--- config.mk ---
export PLATFORM = sky130hd
export DESIGN_NAME = rscd_top
export DESIGN_NICKNAME = d
export VERILOG_FILES = /design/src/rscd_pkg.sv /design/src/rscd_top.sv
export VERILOG_INCLUDE_DIRS = /design/src
export SDC_FILE = /design/constraint.sdc
export NUM_CORES = 1
export LEC_CHECK = 0
export ABC_AREA = 1
export BUFFER_PORTS_ARGS = -buffer_cell sky130_fd_sc_hd__clkbuf_2
export CORE_MARGIN = 2
export CORE_UTILIZATION = 52
export DETAILED_ROUTE_END_ITERATION = 7
export PLACE_DENSITY = 0.76
export SLEW_MARGIN = 15
export SYNTH_ARGS = -nofsm -noshare
export SYNTH_HDL_FRONTEND = slang
export SYNTH_SLANG_ARGS = --single-unit
--- constraint.sdc ---
create_clock -name clk_sys -period 2 [get_ports clk_sys]
set_input_delay 0.2 -clock clk_sys [delete_from_list [all_inputs] [get_ports clk_sys]]
set_output_delay 0.2 -clock clk_sys [all_outputs]
set_load 0.05 [all_outputs]
--- src/rscd_regs.svh ---
`ifndef RSCD_REGS_SVH
`define RSCD_REGS_SVH

// Default divider ratios applied after any reset
`define RSCD_NEW_BASE_DIV      8'h06
`define RSCD_NEW_CPU_DIV       8'h0c
`define RSCD_NEW_PBUS_DIV      8'h0c
`define RSCD_OLD_CPU_DIV       8'h10
`define RSCD_OLD_PBUS_DIV      8'h10
`define RSCD_OLD_BASE_DIV      8'h01

// Reset values of the preserved-capable registers
`define RSCD_PM_RST            8'h00
`define RSCD_VDA_RST           8'h00
`define RSCD_VDB_RST           8'h00
`define RSCD_OSC_RST           8'h00
// Bits of the oscillation stop control kept over an osc-stop reset
`define RSCD_OSC_KEEP_MASK     8'h83

// Clock settle time before reset release, in ns
`define RSCD_SETTLE_NS         200
`define RSCD_CLK_NS            10
`define RSCD_SETTLE_CYC ((`RSCD_SETTLE_NS + `RSCD_CLK_NS - 1) / `RSCD_CLK_NS)

`endif

--- src/rscd_pkg.sv ---
package rscd_pkg;

    // Clock source selection toward the clock generator
    typedef enum logic [1:0] {
        rscd_src_pll_selfosc,
        rscd_src_int_osc_half,
        rscd_src_other
    } rscd_src_t;

    // Default clock settings carried as one group
    typedef struct packed {
        rscd_src_t  src;
        logic [7:0] base_div;
        logic [7:0] cpu_div;
        logic [7:0] pbus_div;
    } rscd_clk_cfg_t;

    // Latched cause of the last reset
    typedef struct packed {
        logic pin;
        logic sw;
        logic wdt;
        logic lowv;
        logic osc_stop;
    } rscd_cause_t;

    typedef enum logic [1:0] {
        rscd_st_reset,
        rscd_st_wait_clk,
        rscd_st_settle,
        rscd_st_run
    } rscd_state_t;

endpackage

--- src/rscd_top.sv ---
`timescale 1ns/1ns
`include "rscd_regs.svh"
// Operation
// Pin, software or watchdog reset resets the chip, and on the legacy variant low supply also does.
// Only the legacy variant resets on oscillation stop detection.
// On the newer variant software and watchdog resets keep the processor mode register.
// On the legacy variant both voltage detect registers survive software, watchdog and osc-stop resets.
// On the legacy variant an osc-stop reset keeps bits 7, 1 and 0 of the osc stop control register.
// The newer variant restarts on the PLL in self-oscillation mode.
// The legacy variant restarts on the half-rate internal oscillator clock.
// Newer variant divides base by 6 and CPU/bus by 12; legacy divides CPU/peripheral by 16.
// Core reset is held until the default clock runs with its dividers applied.
module rscd_top
    import rscd_pkg::*;
#(
    parameter bit LEGACY = 1'b1
)(
    // Clock and reset
    input  wire logic          clk_sys,
    input  wire logic          rst,
    // Reset source pins and requests
    input  wire logic          reset_pin_n,
    input  wire logic          lowv_det,
    input  wire logic          osc_stop_det,
    input  wire logic          sw_reset_req,
    input  wire logic          wdt_timeout,
    // Register writes from the core
    input  wire logic          pm_we,
    input  wire logic          vda_we,
    input  wire logic          vdb_we,
    input  wire logic          osc_we,
    input  wire logic [7:0]    wdata,
    // Clock generator handshake
    input  wire logic          clk_ready,
    output rscd_clk_cfg_t      clk_cfg,
    output logic               clk_load,
    // Reset outputs and register contents
    output logic               core_rst,
    output rscd_cause_t        cause,
    output logic [7:0]         processor_mode_reg,
    output logic [7:0]         voltage_detect_ctrl_a,
    output logic [7:0]         voltage_detect_ctrl_b,
    output logic [7:0]         osc_stop_detect_ctrl
);

    localparam int SETTLE = `RSCD_SETTLE_CYC;

    // The settle counter is 16 bits wide and needs at least one cycle
    if (SETTLE < 1 || SETTLE > 65535)
    begin : g_bad_settle
        $error("settle count does not fit the settle counter");
    end

    // Pins come from outside the clock domain: two flops each
    logic [2:0] sync1_r;
    logic [2:0] sync2_r;
    always_ff @(posedge clk_sys or posedge rst)
    begin
        if (rst)
        begin
            sync1_r <= 3'h1;
            sync2_r <= 3'h1;
        end
        else
        begin
            sync1_r <= {osc_stop_det, lowv_det, reset_pin_n};
            sync2_r <= sync1_r;
        end
    end

    // Source qualification per variant
    logic ev_pin, ev_sw, ev_wdt, ev_lowv, ev_osc, ev_any;
    assign ev_pin  = ~sync2_r[0];
    assign ev_sw   = sw_reset_req;
    assign ev_wdt  = wdt_timeout;
    assign ev_lowv = LEGACY & sync2_r[1];
    assign ev_osc  = LEGACY & sync2_r[2];
    assign ev_any  = ev_pin | ev_sw | ev_wdt | ev_lowv | ev_osc;

    // Default clock setting for this variant
    function automatic rscd_clk_cfg_t dflt_cfg();
        rscd_clk_cfg_t c;
        if (LEGACY)
        begin
            c.src      = rscd_src_int_osc_half;
            c.base_div = `RSCD_OLD_BASE_DIV;
            c.cpu_div  = `RSCD_OLD_CPU_DIV;
            c.pbus_div = `RSCD_OLD_PBUS_DIV;
        end
        else
        begin
            c.src      = rscd_src_pll_selfosc;
            c.base_div = `RSCD_NEW_BASE_DIV;
            c.cpu_div  = `RSCD_NEW_CPU_DIV;
            c.pbus_div = `RSCD_NEW_PBUS_DIV;
        end
        return c;
    endfunction

    // Sequencer: restart whenever a source fires, release after clock settle
    rscd_state_t state_r;
    logic [15:0] cnt_r;
    always_ff @(posedge clk_sys or posedge rst)
    begin
        if (rst)
        begin
            state_r <= rscd_st_reset;
            cnt_r   <= 16'h0000;
        end
        else if (ev_any)
        begin
            state_r <= rscd_st_reset;
            cnt_r   <= 16'h0000;
        end
        else
        begin
            case (state_r)
                rscd_st_reset:
                    state_r <= rscd_st_wait_clk;
                rscd_st_wait_clk:
                    if (clk_ready)
                    begin
                        state_r <= rscd_st_settle;
                        cnt_r   <= 16'h0000;
                    end
                rscd_st_settle:
                    if (!clk_ready)
                        state_r <= rscd_st_wait_clk;
                    else if (cnt_r == 16'(SETTLE - 1))
                        state_r <= rscd_st_run;
                    else
                        cnt_r <= cnt_r + 16'h0001;
                default:
                    state_r <= rscd_st_run;
            endcase
        end
    end

    // Outputs toward the clock generator and core
    always_ff @(posedge clk_sys or posedge rst)
    begin
        if (rst)
        begin
            core_rst <= 1'b1;
            clk_load <= 1'b1;
            clk_cfg  <= '0;
        end
        else
        begin
            core_rst <= ev_any || (state_r != rscd_st_run);
            clk_load <= ev_any || state_r == rscd_st_reset;
            if (ev_any || state_r == rscd_st_reset)
                clk_cfg <= dflt_cfg();
        end
    end

    // Cause latch: a new reset replaces the last cause
    always_ff @(posedge clk_sys or posedge rst)
    begin
        if (rst)
            cause <= '0;
        else if (ev_any)
            cause <= '{pin: ev_pin, sw: ev_sw, wdt: ev_wdt,
                       lowv: ev_lowv, osc_stop: ev_osc};
    end

    // Retention classes; pin reset and low supply clear everything
    logic hard_ev, keep_pm, keep_vd;
    assign hard_ev = ev_pin | ev_lowv;
    assign keep_pm = !LEGACY && !hard_ev;
    assign keep_vd = LEGACY && !hard_ev;

    // Processor mode register
    always_ff @(posedge clk_sys or posedge rst)
    begin
        if (rst)
            processor_mode_reg <= `RSCD_PM_RST;
        else if (ev_any && !keep_pm)
            processor_mode_reg <= `RSCD_PM_RST;
        else if (!ev_any && pm_we && !core_rst)
            processor_mode_reg <= wdata;
    end

    // Voltage detect control registers
    always_ff @(posedge clk_sys or posedge rst)
    begin
        if (rst)
        begin
            voltage_detect_ctrl_a <= `RSCD_VDA_RST;
            voltage_detect_ctrl_b <= `RSCD_VDB_RST;
        end
        else if (ev_any && !keep_vd)
        begin
            voltage_detect_ctrl_a <= `RSCD_VDA_RST;
            voltage_detect_ctrl_b <= `RSCD_VDB_RST;
        end
        else if (!ev_any && !core_rst)
        begin
            if (vda_we)
                voltage_detect_ctrl_a <= wdata;
            if (vdb_we)
                voltage_detect_ctrl_b <= wdata;
        end
    end

    // Osc stop control: an osc-stop-only reset keeps the masked bits
    always_ff @(posedge clk_sys or posedge rst)
    begin
        if (rst)
            osc_stop_detect_ctrl <= `RSCD_OSC_RST;
        else if (ev_any && ev_osc && !(ev_pin | ev_lowv | ev_sw | ev_wdt))
            osc_stop_detect_ctrl <= (osc_stop_detect_ctrl
                                     & `RSCD_OSC_KEEP_MASK)
                                    | (`RSCD_OSC_RST
                                       & ~`RSCD_OSC_KEEP_MASK);
        else if (ev_any)
            osc_stop_detect_ctrl <= `RSCD_OSC_RST;
        else if (osc_we && !core_rst)
            osc_stop_detect_ctrl <= wdata;
    end

    // Checks
    a_core_held: assert property (@(posedge clk_sys) disable iff (rst)
        ev_any |=> core_rst)
        else $error("core reset not asserted after source");
    a_no_osc_new: assert property (@(posedge clk_sys) disable iff (rst)
        (!LEGACY && sync2_r[2] && !ev_pin && !ev_sw && !ev_wdt)
        |-> !ev_any)
        else $error("osc stop reset on newer variant");
    a_pm_kept: assert property (@(posedge clk_sys) disable iff (rst)
        (!LEGACY && (ev_sw || ev_wdt) && !hard_ev)
        |=> processor_mode_reg == $past(processor_mode_reg))
        else $error("mode register lost on soft reset");
    a_vd_kept: assert property (@(posedge clk_sys) disable iff (rst)
        (LEGACY && ev_any && !hard_ev)
        |=> voltage_detect_ctrl_a == $past(voltage_detect_ctrl_a))
        else $error("voltage detect register lost");
    a_osc_bits: assert property (@(posedge clk_sys) disable iff (rst)
        (LEGACY && ev_osc && !hard_ev && !ev_sw && !ev_wdt)
        |=> (osc_stop_detect_ctrl & 8'h83)
            == ($past(osc_stop_detect_ctrl) & 8'h83))
        else $error("osc stop bits not kept");
    a_src_new: assert property (@(posedge clk_sys) disable iff (rst)
        (!LEGACY && ev_any) |=> clk_cfg.src == rscd_src_pll_selfosc)
        else $error("newer variant clock source wrong");
    a_src_old: assert property (@(posedge clk_sys) disable iff (rst)
        (LEGACY && ev_any) |=> clk_cfg.src == rscd_src_int_osc_half)
        else $error("legacy clock source wrong");
    a_div_dflt: assert property (@(posedge clk_sys) disable iff (rst)
        ev_any |=> clk_cfg.cpu_div == (LEGACY ? 8'h10 : 8'h0c)
                   && clk_cfg.pbus_div == (LEGACY ? 8'h10 : 8'h0c))
        else $error("default dividers wrong");
    a_release: assert property (@(posedge clk_sys) disable iff (rst)
        $fell(core_rst) |-> clk_ready && $past(clk_ready))
        else $error("reset released without clock");

endmodule // rscd_top

Word level (Yosys, flattened, before mapping)

Index checks and enable logic that the tools add are counted.

Register bits after elaboration: 64
Bits in latches: 0
RAM bits: 0
Bits in read-only memories: 0
Bits of input ports: 20
Output and inout port bits: 65
Logic and storage cells: 81
Memories kept: 0

Add/subtract/negate cells: 1
Multiply operators: 0
Div/mod/pow operators: 0
Magnitude comparators: 0
Equality and inequality tests: 8
Shift-type cells: 0
Mux-type cells: 21
Bitwise logic cells: 9
Reductions and logical operators: 25

Operators with widths:

| cell                                                  | count |
|---|---|
| 2-to-1 mux 8 bit                                      | 10 |
| 2-to-1 mux 16 bit                                     | 4 |
| case mux 16 bit (2 select lines)                      | 1 |
| adder 16 x 1 -> 16 bit (second input constant)        | 1 |
| equality test 16 x 5 -> 1 bit (second input constant) | 1 |
| nonzero test 2 bit                                    | 5 |
| inequality test 3 bit (second input constant)         | 3 |
| 2-to-1 mux 2 bit                                      | 4 |
| AND reduction 2 bit                                   | 4 |
| logical AND 1 bit                                     | 7 |
| 2-to-1 mux 7 bit                                      | 1 |
| bitwise OR 1 bit                                      | 7 |
| case mux 2 bit (3 select lines)                       | 1 |
| nonzero test 3 bit                                    | 2 |
| inequality test 4 bit (second input constant)         | 1 |
| AND reduction 4 bit                                   | 1 |
| logical NOT 1 bit                                     | 3 |
| equality test 2 x 1 -> 1 bit (second input constant)  | 1 |
| equality test 2 bit (second input constant)           | 1 |
| logical NOT 2 bit                                     | 1 |
| logical OR 1 bit                                      | 2 |
| inequality test 2 bit (second input constant)         | 1 |
| inverter 1 bit                                        | 2 |

Depth between registers and ports, before layout

Gate-level depths: netlist of the first run.

Depth after elaboration: 10
Gate-level depth with buffers: 11
Mapped depth without buffers: 11

Worst setup path before layout of the first run

OpenSTA, ideal clock, no wires.

Path type: register to register
From: reg core_rst
To: reg voltage_detect_ctrl_a[0]
Setup time: 0.076 ns
Data arrival time: 1.475 ns
Required time: 1.924 ns
Path slack: 0.449 ns
Cell stages (with the launch flop): 6
Period minus slack after synthesis: 1.551 ns
Cell sequence: dfstp_2 inv_1 a31oi_2 buf_2 nand2_1 o21ai_1

Word-level cells in the longest chain between the ends: 4

RTL lines:

| element                       | RTL line        | RTL |
|---|---|---|
| start: declaration            | rscd_top.sv:38  | `output logic core_rst,` |
| start signal: assignment      | rscd_top.sv:150 | `core_rst <= ev_any \|\| (state_r != rscd_st_run);` |
| logical NOT 1 bit             | rscd_top.sv:197 | `else if (!ev_any && !core_rst)` |
| logical AND 1 bit             | rscd_top.sv:197 |  |
| nonzero test 2 bit (no line)  | --              |  |
| AND reduction 2 bit (no line) | --              |  |
| end signal: assignment        | rscd_top.sv:189 | `` voltage_detect_ctrl_a <= `RSCD_VDA_RST; `` |
| end signal: assignment        | rscd_top.sv:194 | `` voltage_detect_ctrl_a <= `RSCD_VDA_RST; `` |
| end signal: assignment        | rscd_top.sv:200 | `voltage_detect_ctrl_a <= wdata;` |
| end: declaration              | rscd_top.sv:41  | `output logic [7:0] voltage_detect_ctrl_a,` |

No other way between the ends.
A chain may end at the register's enable or synchronous reset.

Final worst setup path of the first run

From: reg sync2_r[0]
To: reg cnt_r[2]

Word-level cells in the longest chain between the ends: 7

RTL lines:

| element                                                               | RTL line        | RTL |
|---|---|---|
| start: declaration                                                    | rscd_top.sv:56  | `logic [2:0] sync2_r;` |
| start signal: assignment                                              | rscd_top.sv:67  | `sync2_r <= sync1_r;` |
| inverter 1 bit *                                                      | rscd_top.sv:73  | `assign ev_pin = ~sync2_r[0];` |
| bitwise OR 1 bit * (4 in series)                                      | rscd_top.sv:78  | `assign ev_any = ev_pin \| ev_sw \| ev_wdt \| ev_lowv \| ev_osc;` |
| inequality test 3 bit (no line) or nonzero test 3 bit (tied branches) | --              |  |
| AND reduction 4 bit (no line)                                         | --              |  |
| end signal: assignment                                                | rscd_top.sv:132 | `cnt_r <= cnt_r + 16'h0001;` |
| end: declaration                                                      | rscd_top.sv:102 | `logic [15:0] cnt_r;` |

Every way passes the cells marked *; elsewhere a longest branch is shown, timed or not.

==> flow_metrics.tcl, run 1 <==
set metrics [dict create \
    outcome "finished, final reports clean" \
    grt_pass1_wl_mm 10.6 \
    largest-register "cnt_r" \
    peakVddDrop_mv 0.679 \
    ctsResizeCount 0 \
    cap_violations 0 \
    synthFlopType "dfrtp_1" \
    die_h_um 81.3 \
    worst-setup-path-type "flip-flop to flip-flop" \
    drt-wirelength-per-cell_um 12.7 \
    ys_seq_elements 64 \
    ys_types 34 \
    initial_core_util 0.530 \
    syn_inst 363 \
    rows 28 \
    largest_reg_flops 16 \
    rsz0062_at_grt "false" \
    avgSynthCellArea_um2 8.55 \
    slowest_delay_ns 0.53 \
    drt-initial-drc-count 118 \
    setup.worst_path.end_class "flip-flop" \
    setup_tns_ns 0 \
    synth_top_area_share 0.484 \
    grt_pass1_vias 2293 \
    synth_common_cells "nand2_1, dfrtp_1, inv_1, nor2_1" \
    fin_skew_ns 0.00950 \
    ant_nets 0 \
    synth-simple-area-share 0.235 \
    synth_area_leaders "dfrtp_1, nand2_1, buf_4" \
    setup_viol 0 \
    cts_buffer_depth 2 \
    first_pass_iters 5 \
    fin_crit_ns 1.77 \
    grtUsageTotal 0.219 \
    synth_area_mm2 0.00310 \
    clk_latency_ns 0.35 \
    hold_viol 0 \
    cp-start-kind "flip-flop" \
    htreeDepth 3 \
    fin_nets 455 \
    yosysWarnings 0 \
    cts_root_buf "clkbuf_8" \
    gp_congestion 0.941 \
    muxShareOfSynthArea 0 \
    path_cells "inv_2 > nor2_4 > nand3_4 > nor2_1 > o21ai_1 > nand2_2 > buf_4 > nand2_1 > o21ai_1" \
    critPathArrivalTime_ns 2.05 \
    timing.fmax_mhz 566 \
    route.detailed.drc 0 \
    finalMaxSlewViolations 0 \
    postSynth.asyncResetShare 1.00 \
    hold_path.class "primary input to flip-flop" \
    wl_mm 6.55 \
    post-cts-setup-buffers 0 \
    clkTransAtPathRegs_ns 0.07 \
    fp.dieW_um 81.3 \
    via_per_inst 4.92 \
    synth_compound_area_frac 0.105 \
    synth_area_leader_cell "dfrtp_1" \
    cts_buffers 9 \
    ys_seq_area_frac 0.518 \
    grt_max_degree 43 \
    whs_ns 0.0534 \
    post-dp-hpwl_mm 4.83 \
    synth_edf_count 0 \
    cts_tree "done" \
    path_max_fanout 16 \
    overflow 0 \
    antenna_found_initial 0 \
    vias 2528 \
    cp_common_cell "o21ai_1" \
    core-area_mm2 0.00585 \
    die-area_mm2 0.00660 \
    yosysMostFrequentCell "nand2_1" \
    critPathRequiredTime_ns 2.28 \
    io_pins 85 \
    numPortBuffers 62 \
    power.density_mw_per_mm2 803 \
    cts_sinks 64 \
    drive_gt1_frac 0.244 \
    synth_xor_area_frac 0.0113 \
    cts_hold_buf 4 \
    finalCritPeriodShare 0.884 \
    p_leak_nw 1.86 \
    syn_to_final_growth_pct 19.1 \
    synth_fa_ha_area_frac 0.00403 \
    antenna_cells 0 \
    slowest_stage "dfstp_2" \
    synth_top_family_by_area "simple AND/OR/NAND/NOR gates" \
    utilization 0.632 \
]
stage by stage:
step	cells	instance area, um2	total power, mW	setup WS, ns
final	514	3690	2.97	0.232
after global routing	514	3690	3.08	0.0917
after CTS	514	3690	3.00	0.220
after detailed placement	494	3410	1.63	0.243
after global placement	494	3410	1.63	0.306
after floorplan	384	3180	1.60	0.209
final cells by class:
cell class                 instances  area [um2]
sequential                        64        1610
tap                               75        93.8
multi-input combinational        247        1190
clock inverter                     5         104
inverter                          39         146
clock buffer                      11         141
timing repair buffer              73         415
fill                             492        2160
cell families after synthesis:
family | count (synthesis)
AOI/OAI and AO/OA | 54
xor gates and xnor gates | 4
adders and majority gates | 1
buffers and inverters | 73
DFF | 64
other | 1
and+or+nand+nor | 166
power breakdown:
group / total, mW / leakage, nW / switching, mW / internal, mW
Combinational: 0.279 / 0.887 / 0.228 / 0.0503
Clock: 1.36 / 0.124 / 0.496 / 0.862
Sequential: 1.33 / 0.850 / 0.0125 / 1.32
Total: 2.97 / 1.86 / 0.736 / 2.23
cell usage in the layout, fill, tap and decap left out, types with 3 or more instances in the layout:
| master | Yosys | routed |
|---|---|---|
| o21ai_1 | 29 | 29 |
| buf_4 | 25 | 6 |
| a21o_1 | 3 | 3 |
| nor2_1 | 33 | 33 |
| xnor2_1 | 4 | 4 |
| nand2_1 | 86 | 86 |
| dfrtp_1 | 60 | 60 |
| dlygate4sd3_1 | 0 | 4 |
| nand3_1 | 29 | 29 |
| a21oi_1 | 3 | 3 |
| conb_1 | 1 | 22 |
| nor2_2 | 3 | 3 |
| nand4_1 | 4 | 4 |
| inv_2 | 6 | 7 |
| clkbuf_8 | 0 | 10 |
| inv_1 | 33 | 32 |
| dfstp_2 | 4 | 4 |
| o31ai_1 | 12 | 12 |
| clkbuf_2 | 0 | 62 |
| bufinv_16 | 0 | 3 |
worst max-delay path: cells and delay by family, from the launching register on:
kind / cells / cell delay (ns)
AND/OR/NAND/NOR: 5 / 0.65
flip-flops: 1 / 0.53
buffers and inverters: 2 / 0.28
AO/OA/AOI/OAI: 2 / 0.22
layer usage:
| metal | wire length (um) | up-vias | global-route usage | share of wire |
|---|---|---|---|---|
| met1 | 2790 | 1179 | 0.262 | 0.43 |
| li1 | - | 1260 | - | - |
| met2 | 3250 | 78 | 0.370 | 0.50 |
| met4 | 92 | 0 | 0.0780 | 0.014 |
| met5 | 0 | - | 0 | 0 |
| met3 | 420 | 11 | 0.0711 | 0.064 |
worst paths after layout:
| kind | startpoint | to | slack (ns) | cells after the start |
|---|---|---|---|---|
| max in group asynchronous | rst | sync2_r[0] | 0.93 | 4 |
| worst min-delay path | sw_reset_req | cause[3] | 0.05 | 2 |
| worst max register to register | sync2_r[0] | cnt_r[2] | 0.23 | 9 |
| worst min register to register | sync1_r[2] | sync2_r[2] | 0.35 | 0 |
| worst max-delay path | sync2_r[0] | cnt_r[2] | 0.23 | 9 |
| min in group asynchronous | rst | cnt_r[3] | 0.41 | 3 |
Note: power is estimated with default switching activity, not from simulation.
==> run 2: changes to the inputs <==
==> constraint.sdc (replaced) <==
create_clock -name clk_sys -period 2 [get_ports clk_sys]
set_input_delay 0.5 -clock clk_sys [delete_from_list [all_inputs] [get_ports clk_sys]]
set_output_delay 0.5 -clock clk_sys [all_outputs]
set_load 0.05 [all_outputs]
==> flow_metrics.tcl, run 2 (synthesized netlist as in run 1, its figures left out) <==
set metrics [dict create \
    setup_tns_ns 0 \
    htreeDepth 3 \
    outcome "finished, final reports clean" \
    power.density_mw_per_mm2 775 \
    cap_violations 0 \
    fin_crit_ns 1.76 \
    fp.dieW_um 81.3 \
    critPathRequiredTime_ns 2.22 \
    ant_nets 0 \
    grtUsageTotal 0.207 \
    peakVddDrop_mv 0.522 \
    p_leak_nw 1.84 \
    sw_frac_of_total 0.250 \
    overflow 0 \
    drt-wirelength-per-cell_um 12.3 \
    p_sw_mw 0.710 \
    p_int_mw 2.13 \
    cp_num_buf_inv 1 \
    antenna_cells 0 \
    grt_pass1_wl_mm 10.3 \
    mostFrequentLayoutCells "nand2_1, clkbuf_2, dfrtp_1, nor2_1, inv_1" \
    drive_gt1_frac 0.248 \
    hold_viol 0 \
    grt_max_degree 50 \
    route.detailed.drc 0 \
    critPathArrivalTime_ns 1.98 \
    gp_congestion 0.863 \
    hold_path.class "primary input to async pin" \
    wl_mm 6.28 \
    path_cells "inv_2 > nor2_4 > nand3_4 > nor2_1 > o21ai_1 > nand2_2 > nor2_1 > nand2_1 > nand2_1" \
    cts_buffer_depth 2 \
    via_per_inst 4.91 \
    post-cts-setup-buffers 0 \
    fin_nets 453 \
    slowest_stage "dfstp_2" \
    worst-setup-path-type "flip-flop to flip-flop" \
    cts_tree "done" \
    drt-initial-drc-count 154 \
    syn_to_final_growth_pct 18.0 \
    ctsResizeCount 0 \
    die-area_mm2 0.00660 \
    p_comb_frac 0.096 \
    antenna_found_initial 0 \
    cts_root_buf "clkbuf_8" \
    initial_core_util 0.530 \
    clk_latency_ns 0.33 \
    setup.worst_path.end_class "flip-flop" \
    post-dp-hpwl_mm 4.75 \
    clockPowerShare 0.434 \
    core-area_mm2 0.00585 \
    fin_skew_ns 0.00931 \
    io_pins 85 \
    clkTransAtPathRegs_ns 0.06 \
    cts_buffers 9 \
    largest-register "cnt_r" \
    grt_pass1_vias 2306 \
    rows 28 \
    vias 2509 \
    rsz0062_at_grt "false" \
    slowest_delay_ns 0.54 \
    final_common_cell "nand2_1" \
    cts_sinks 64 \
    cp-start-kind "flip-flop" \
    worstSetupPathDepth 9 \
    first_pass_iters 4 \
    numPortBuffers 62 \
    timing.fmax_mhz 569 \
    finalMaxSlewViolations 0 \
    ff2ff_path_depth 9 \
    setup_viol 0 \
    die_h_um 81.3 \
    finalCritPeriodShare 0.879 \
    largest_reg_flops 16 \
    crit_family "simple AND/OR/NAND/NOR gates" \
    utilization 0.626 \
    cts_hold_buf 0 \
    seq_power_share 0.469 \
    path_max_fanout 13 \
]
run 2: per-stage QoR:
step | power (mW) | instances | hold slack [ns] | instance area (um2) | worst slack [ns]
2_1_floorplan | 1.60 | 384 | 0.331 | 3190 | 0.449
3_3_place_gp | 1.63 | 496 | 0.333 | 3440 | 0.216
3_5_place_dp | 1.63 | 496 | 0.336 | 3440 | 0.134
4_1_cts | 2.87 | 511 | 0.128 | 3660 | 0.241
5_1_grt | 2.94 | 511 | 0.161 | 3660 | 0.0853
6_report | 2.84 | 511 | 0.135 | 3660 | 0.242
run 2: per-layer routing:
metal / global-route usage / up-vias / share of wire
met2: 0.355 / 65 / 0.50
met4: 0.0610 / 0 / 0.0097
met3: 0.0578 / 7 / 0.043
met5: 0 / - / 0
met1: 0.255 / 1181 / 0.45
li1: - / 1256 / -
run 2: final timing paths:
kind | startpoint | endpoint | slack, ns
max | sync2_r[0] | cnt_r[8] | 0.24
min | rst | cnt_r[1] | 0.13
max reg2reg | sync2_r[0] | cnt_r[8] | 0.24
min reg2reg | sync1_r[2] | sync2_r[2] | 0.35
max in group asynchronous | rst | clk_load | 1.27
min in group clk_sys | reset_pin_n | sync1_r[0] | 0.25
run 2: final cells by class:
type,instances,area [um2]
timing repair buffer,71,403
clock inverter,3,65.1
multi-input combinational,247,1190
sequential,64,1610
fill,508,2190
clock buffer,12,155
inverter,39,150
tap,75,93.8
run 2: power groups by stage:
stage	Combinational (mW)	Sequential, mW	Clock [mW]
global placement	0.273	1.35	0
CTS	0.276	1.33	1.26
finish	0.273	1.33	1.23
detailed placement	0.275	1.35	0
global route	0.295	1.33	1.31
floorplan	0.188	1.41	0
==> run 3: changes to the inputs <==
--- a/config.mk
+++ b/config.mk
@@ -12,6 +12,8 @@
 export CORE_UTILIZATION = 52
 export DETAILED_ROUTE_END_ITERATION = 7
 export PLACE_DENSITY = 0.76
+export REMOVE_ABC_BUFFERS = 1
+export SETUP_SLACK_MARGIN = 0.05
 export SLEW_MARGIN = 15
 export SYNTH_ARGS = -nofsm -noshare
 export SYNTH_HDL_FRONTEND = slang
==> flow_metrics.tcl, run 3 (synthesized netlist as in run 1, its figures left out) <==
set metrics [dict create \
    outcome "finished, final reports clean" \
    setup_viol 0 \
    via_per_inst 4.86 \
    finalCritPeriodShare 0.878 \
    core-area_mm2 0.00585 \
    area.sequential_mm2 0.00161 \
    drive_gt1_frac 0.253 \
    grtUsageTotal 0.213 \
    numPortBuffers 62 \
    largest-register "cnt_r" \
    rows 28 \
    utilization 0.620 \
    p_comb_frac 0.103 \
    post-cts-setup-buffers 0 \
    ctsResizeCount 0 \
    fin_nets 455 \
    fp.dieW_um 81.3 \
    htreeDepth 3 \
    setup.worst_path.end_class "flip-flop" \
    sw_frac_of_total 0.280 \
    cp-start-kind "flip-flop" \
    cts_hold_buf 0 \
    post-dp-hpwl_mm 4.81 \
    syn_to_final_growth_pct 16.9 \
    grt_max_degree 65 \
    rsz0062_at_grt "false" \
    fin_crit_ns 1.76 \
    p_leak_nw 1.83 \
    power.density_mw_per_mm2 740 \
    final_common_cell "nand2_1" \
    cts_tree "done" \
    worst-setup-path-type "flip-flop to flip-flop" \
    first_pass_iters 5 \
    die-area_mm2 0.00660 \
    p_int_mw 1.93 \
    ant_nets 0 \
    finalMaxSlewViolations 0 \
    vias 2500 \
    antenna_found_initial 0 \
    peakVddDrop_mv 0.423 \
    drt-initial-drc-count 157 \
    route.detailed.drc 0 \
    hold_viol 0 \
    drt-wirelength-per-cell_um 12.8 \
    critPathRequiredTime_ns 2.22 \
    cts_buffer_depth 2 \
    fillers 500 \
    path_max_fanout 16 \
    hold_path.class "primary input to async pin" \
    fin_skew_ns 0.00531 \
    multi_input_area_mm2 0.00119 \
    wl_mm 6.59 \
    seq_power_share 0.495 \
    clk_latency_ns 0.34 \
    initial_core_util 0.530 \
    cts_root_buf "clkbuf_8" \
    p_sw_mw 0.752 \
    clkTransAtPathRegs_ns 0.07 \
    io_pins 85 \
    clockPowerShare 0.402 \
    cap_violations 0 \
    timing.fmax_mhz 569 \
    gp_congestion 0.855 \
    mostFrequentLayoutCells "nand2_1, clkbuf_2, dfrtp_1, nor2_1, inv_1" \
    cts_buffers 9 \
    grt_pass1_wl_mm 10.5 \
    grt_pass1_vias 2314 \
    critPathArrivalTime_ns 1.98 \
    power_mw 2.69 \
    largest_reg_flops 16 \
    overflow 0 \
    cts_sinks 64 \
    die_h_um 81.3 \
    antenna_cells 0 \
]
run 3: cell count changes in the layout (fill, tap and decap cells not counted), sizes merged:
cell,change
buf,+2
clkbuf,-2
clkinv,+2
bufinv,-1
clkinvlp,+1
inv,+1
run 3: worst max-delay path, stage by stage (launching register included):
cell	delay, ns
dfstp_2	0.54
inv_2	0.04
nor2_4	0.12
nand3_4	0.18
inv_2	0.23
nand3_2	0.29
nand3_1	0.16
o21ai_1	0.08
run 3: final timing paths:
path	from	end	slack [ns]	depth (start not counted)
max reg2reg	sync2_r[0]	voltage_detect_ctrl_b[1]	0.24	7
min in group clk_sys	reset_pin_n	sync1_r[0]	0.24	1
min	rst	cnt_r[1]	0.18	3
min reg2reg	sync1_r[1]	sync2_r[1]	0.35	0
max in group asynchronous	rst	core_rst	1.49	3
max	sync2_r[0]	voltage_detect_ctrl_b[1]	0.24	7
run 3: metrics by stage:
step	area [um2]	hold slack (ns)	cells	setup TNS (ns)	setup WS, ns
final	3630	0.181	514	0	0.244
after global placement	3440	0.335	498	0	0.214
after CTS	3630	0.200	514	0	0.237
after floorplan	2940	0.331	350	-5.49	-0.0915
after global routing	3630	0.216	514	0	0.0751
after detailed placement	3440	0.335	498	0	0.145
run 3: metal layers:
layer  vias up  part of all wire  track usage
met2        88              0.49        0.357
met1      1144              0.44        0.262
met5         -                 0            0
li1       1261                 -            -
met4         0             0.010       0.0729
met3         7             0.058       0.0633
run 3: final cells by class:
type / instances / area share
Clock inverter: 6 / 0.0166
Clock buffer: 10 / 0.0352
Multi-Input combinational cell: 247 / 0.327
Inverter: 39 / 0.0404
Sequential cell: 64 / 0.443
Tap cell: 75 / 0.0259
Timing Repair Buffer: 73 / 0.112
run 3: power by group through the flow:
stage | Clock, mW | Sequential, mW | Combinational, mW
finish | 1.08 | 1.33 | 0.276
global route | 1.16 | 1.33 | 0.297
CTS | 1.10 | 1.33 | 0.278
detailed placement | 0 | 1.35 | 0.277
global placement | 0 | 1.35 | 0.275
floorplan | 0 | 1.41 | 0.150
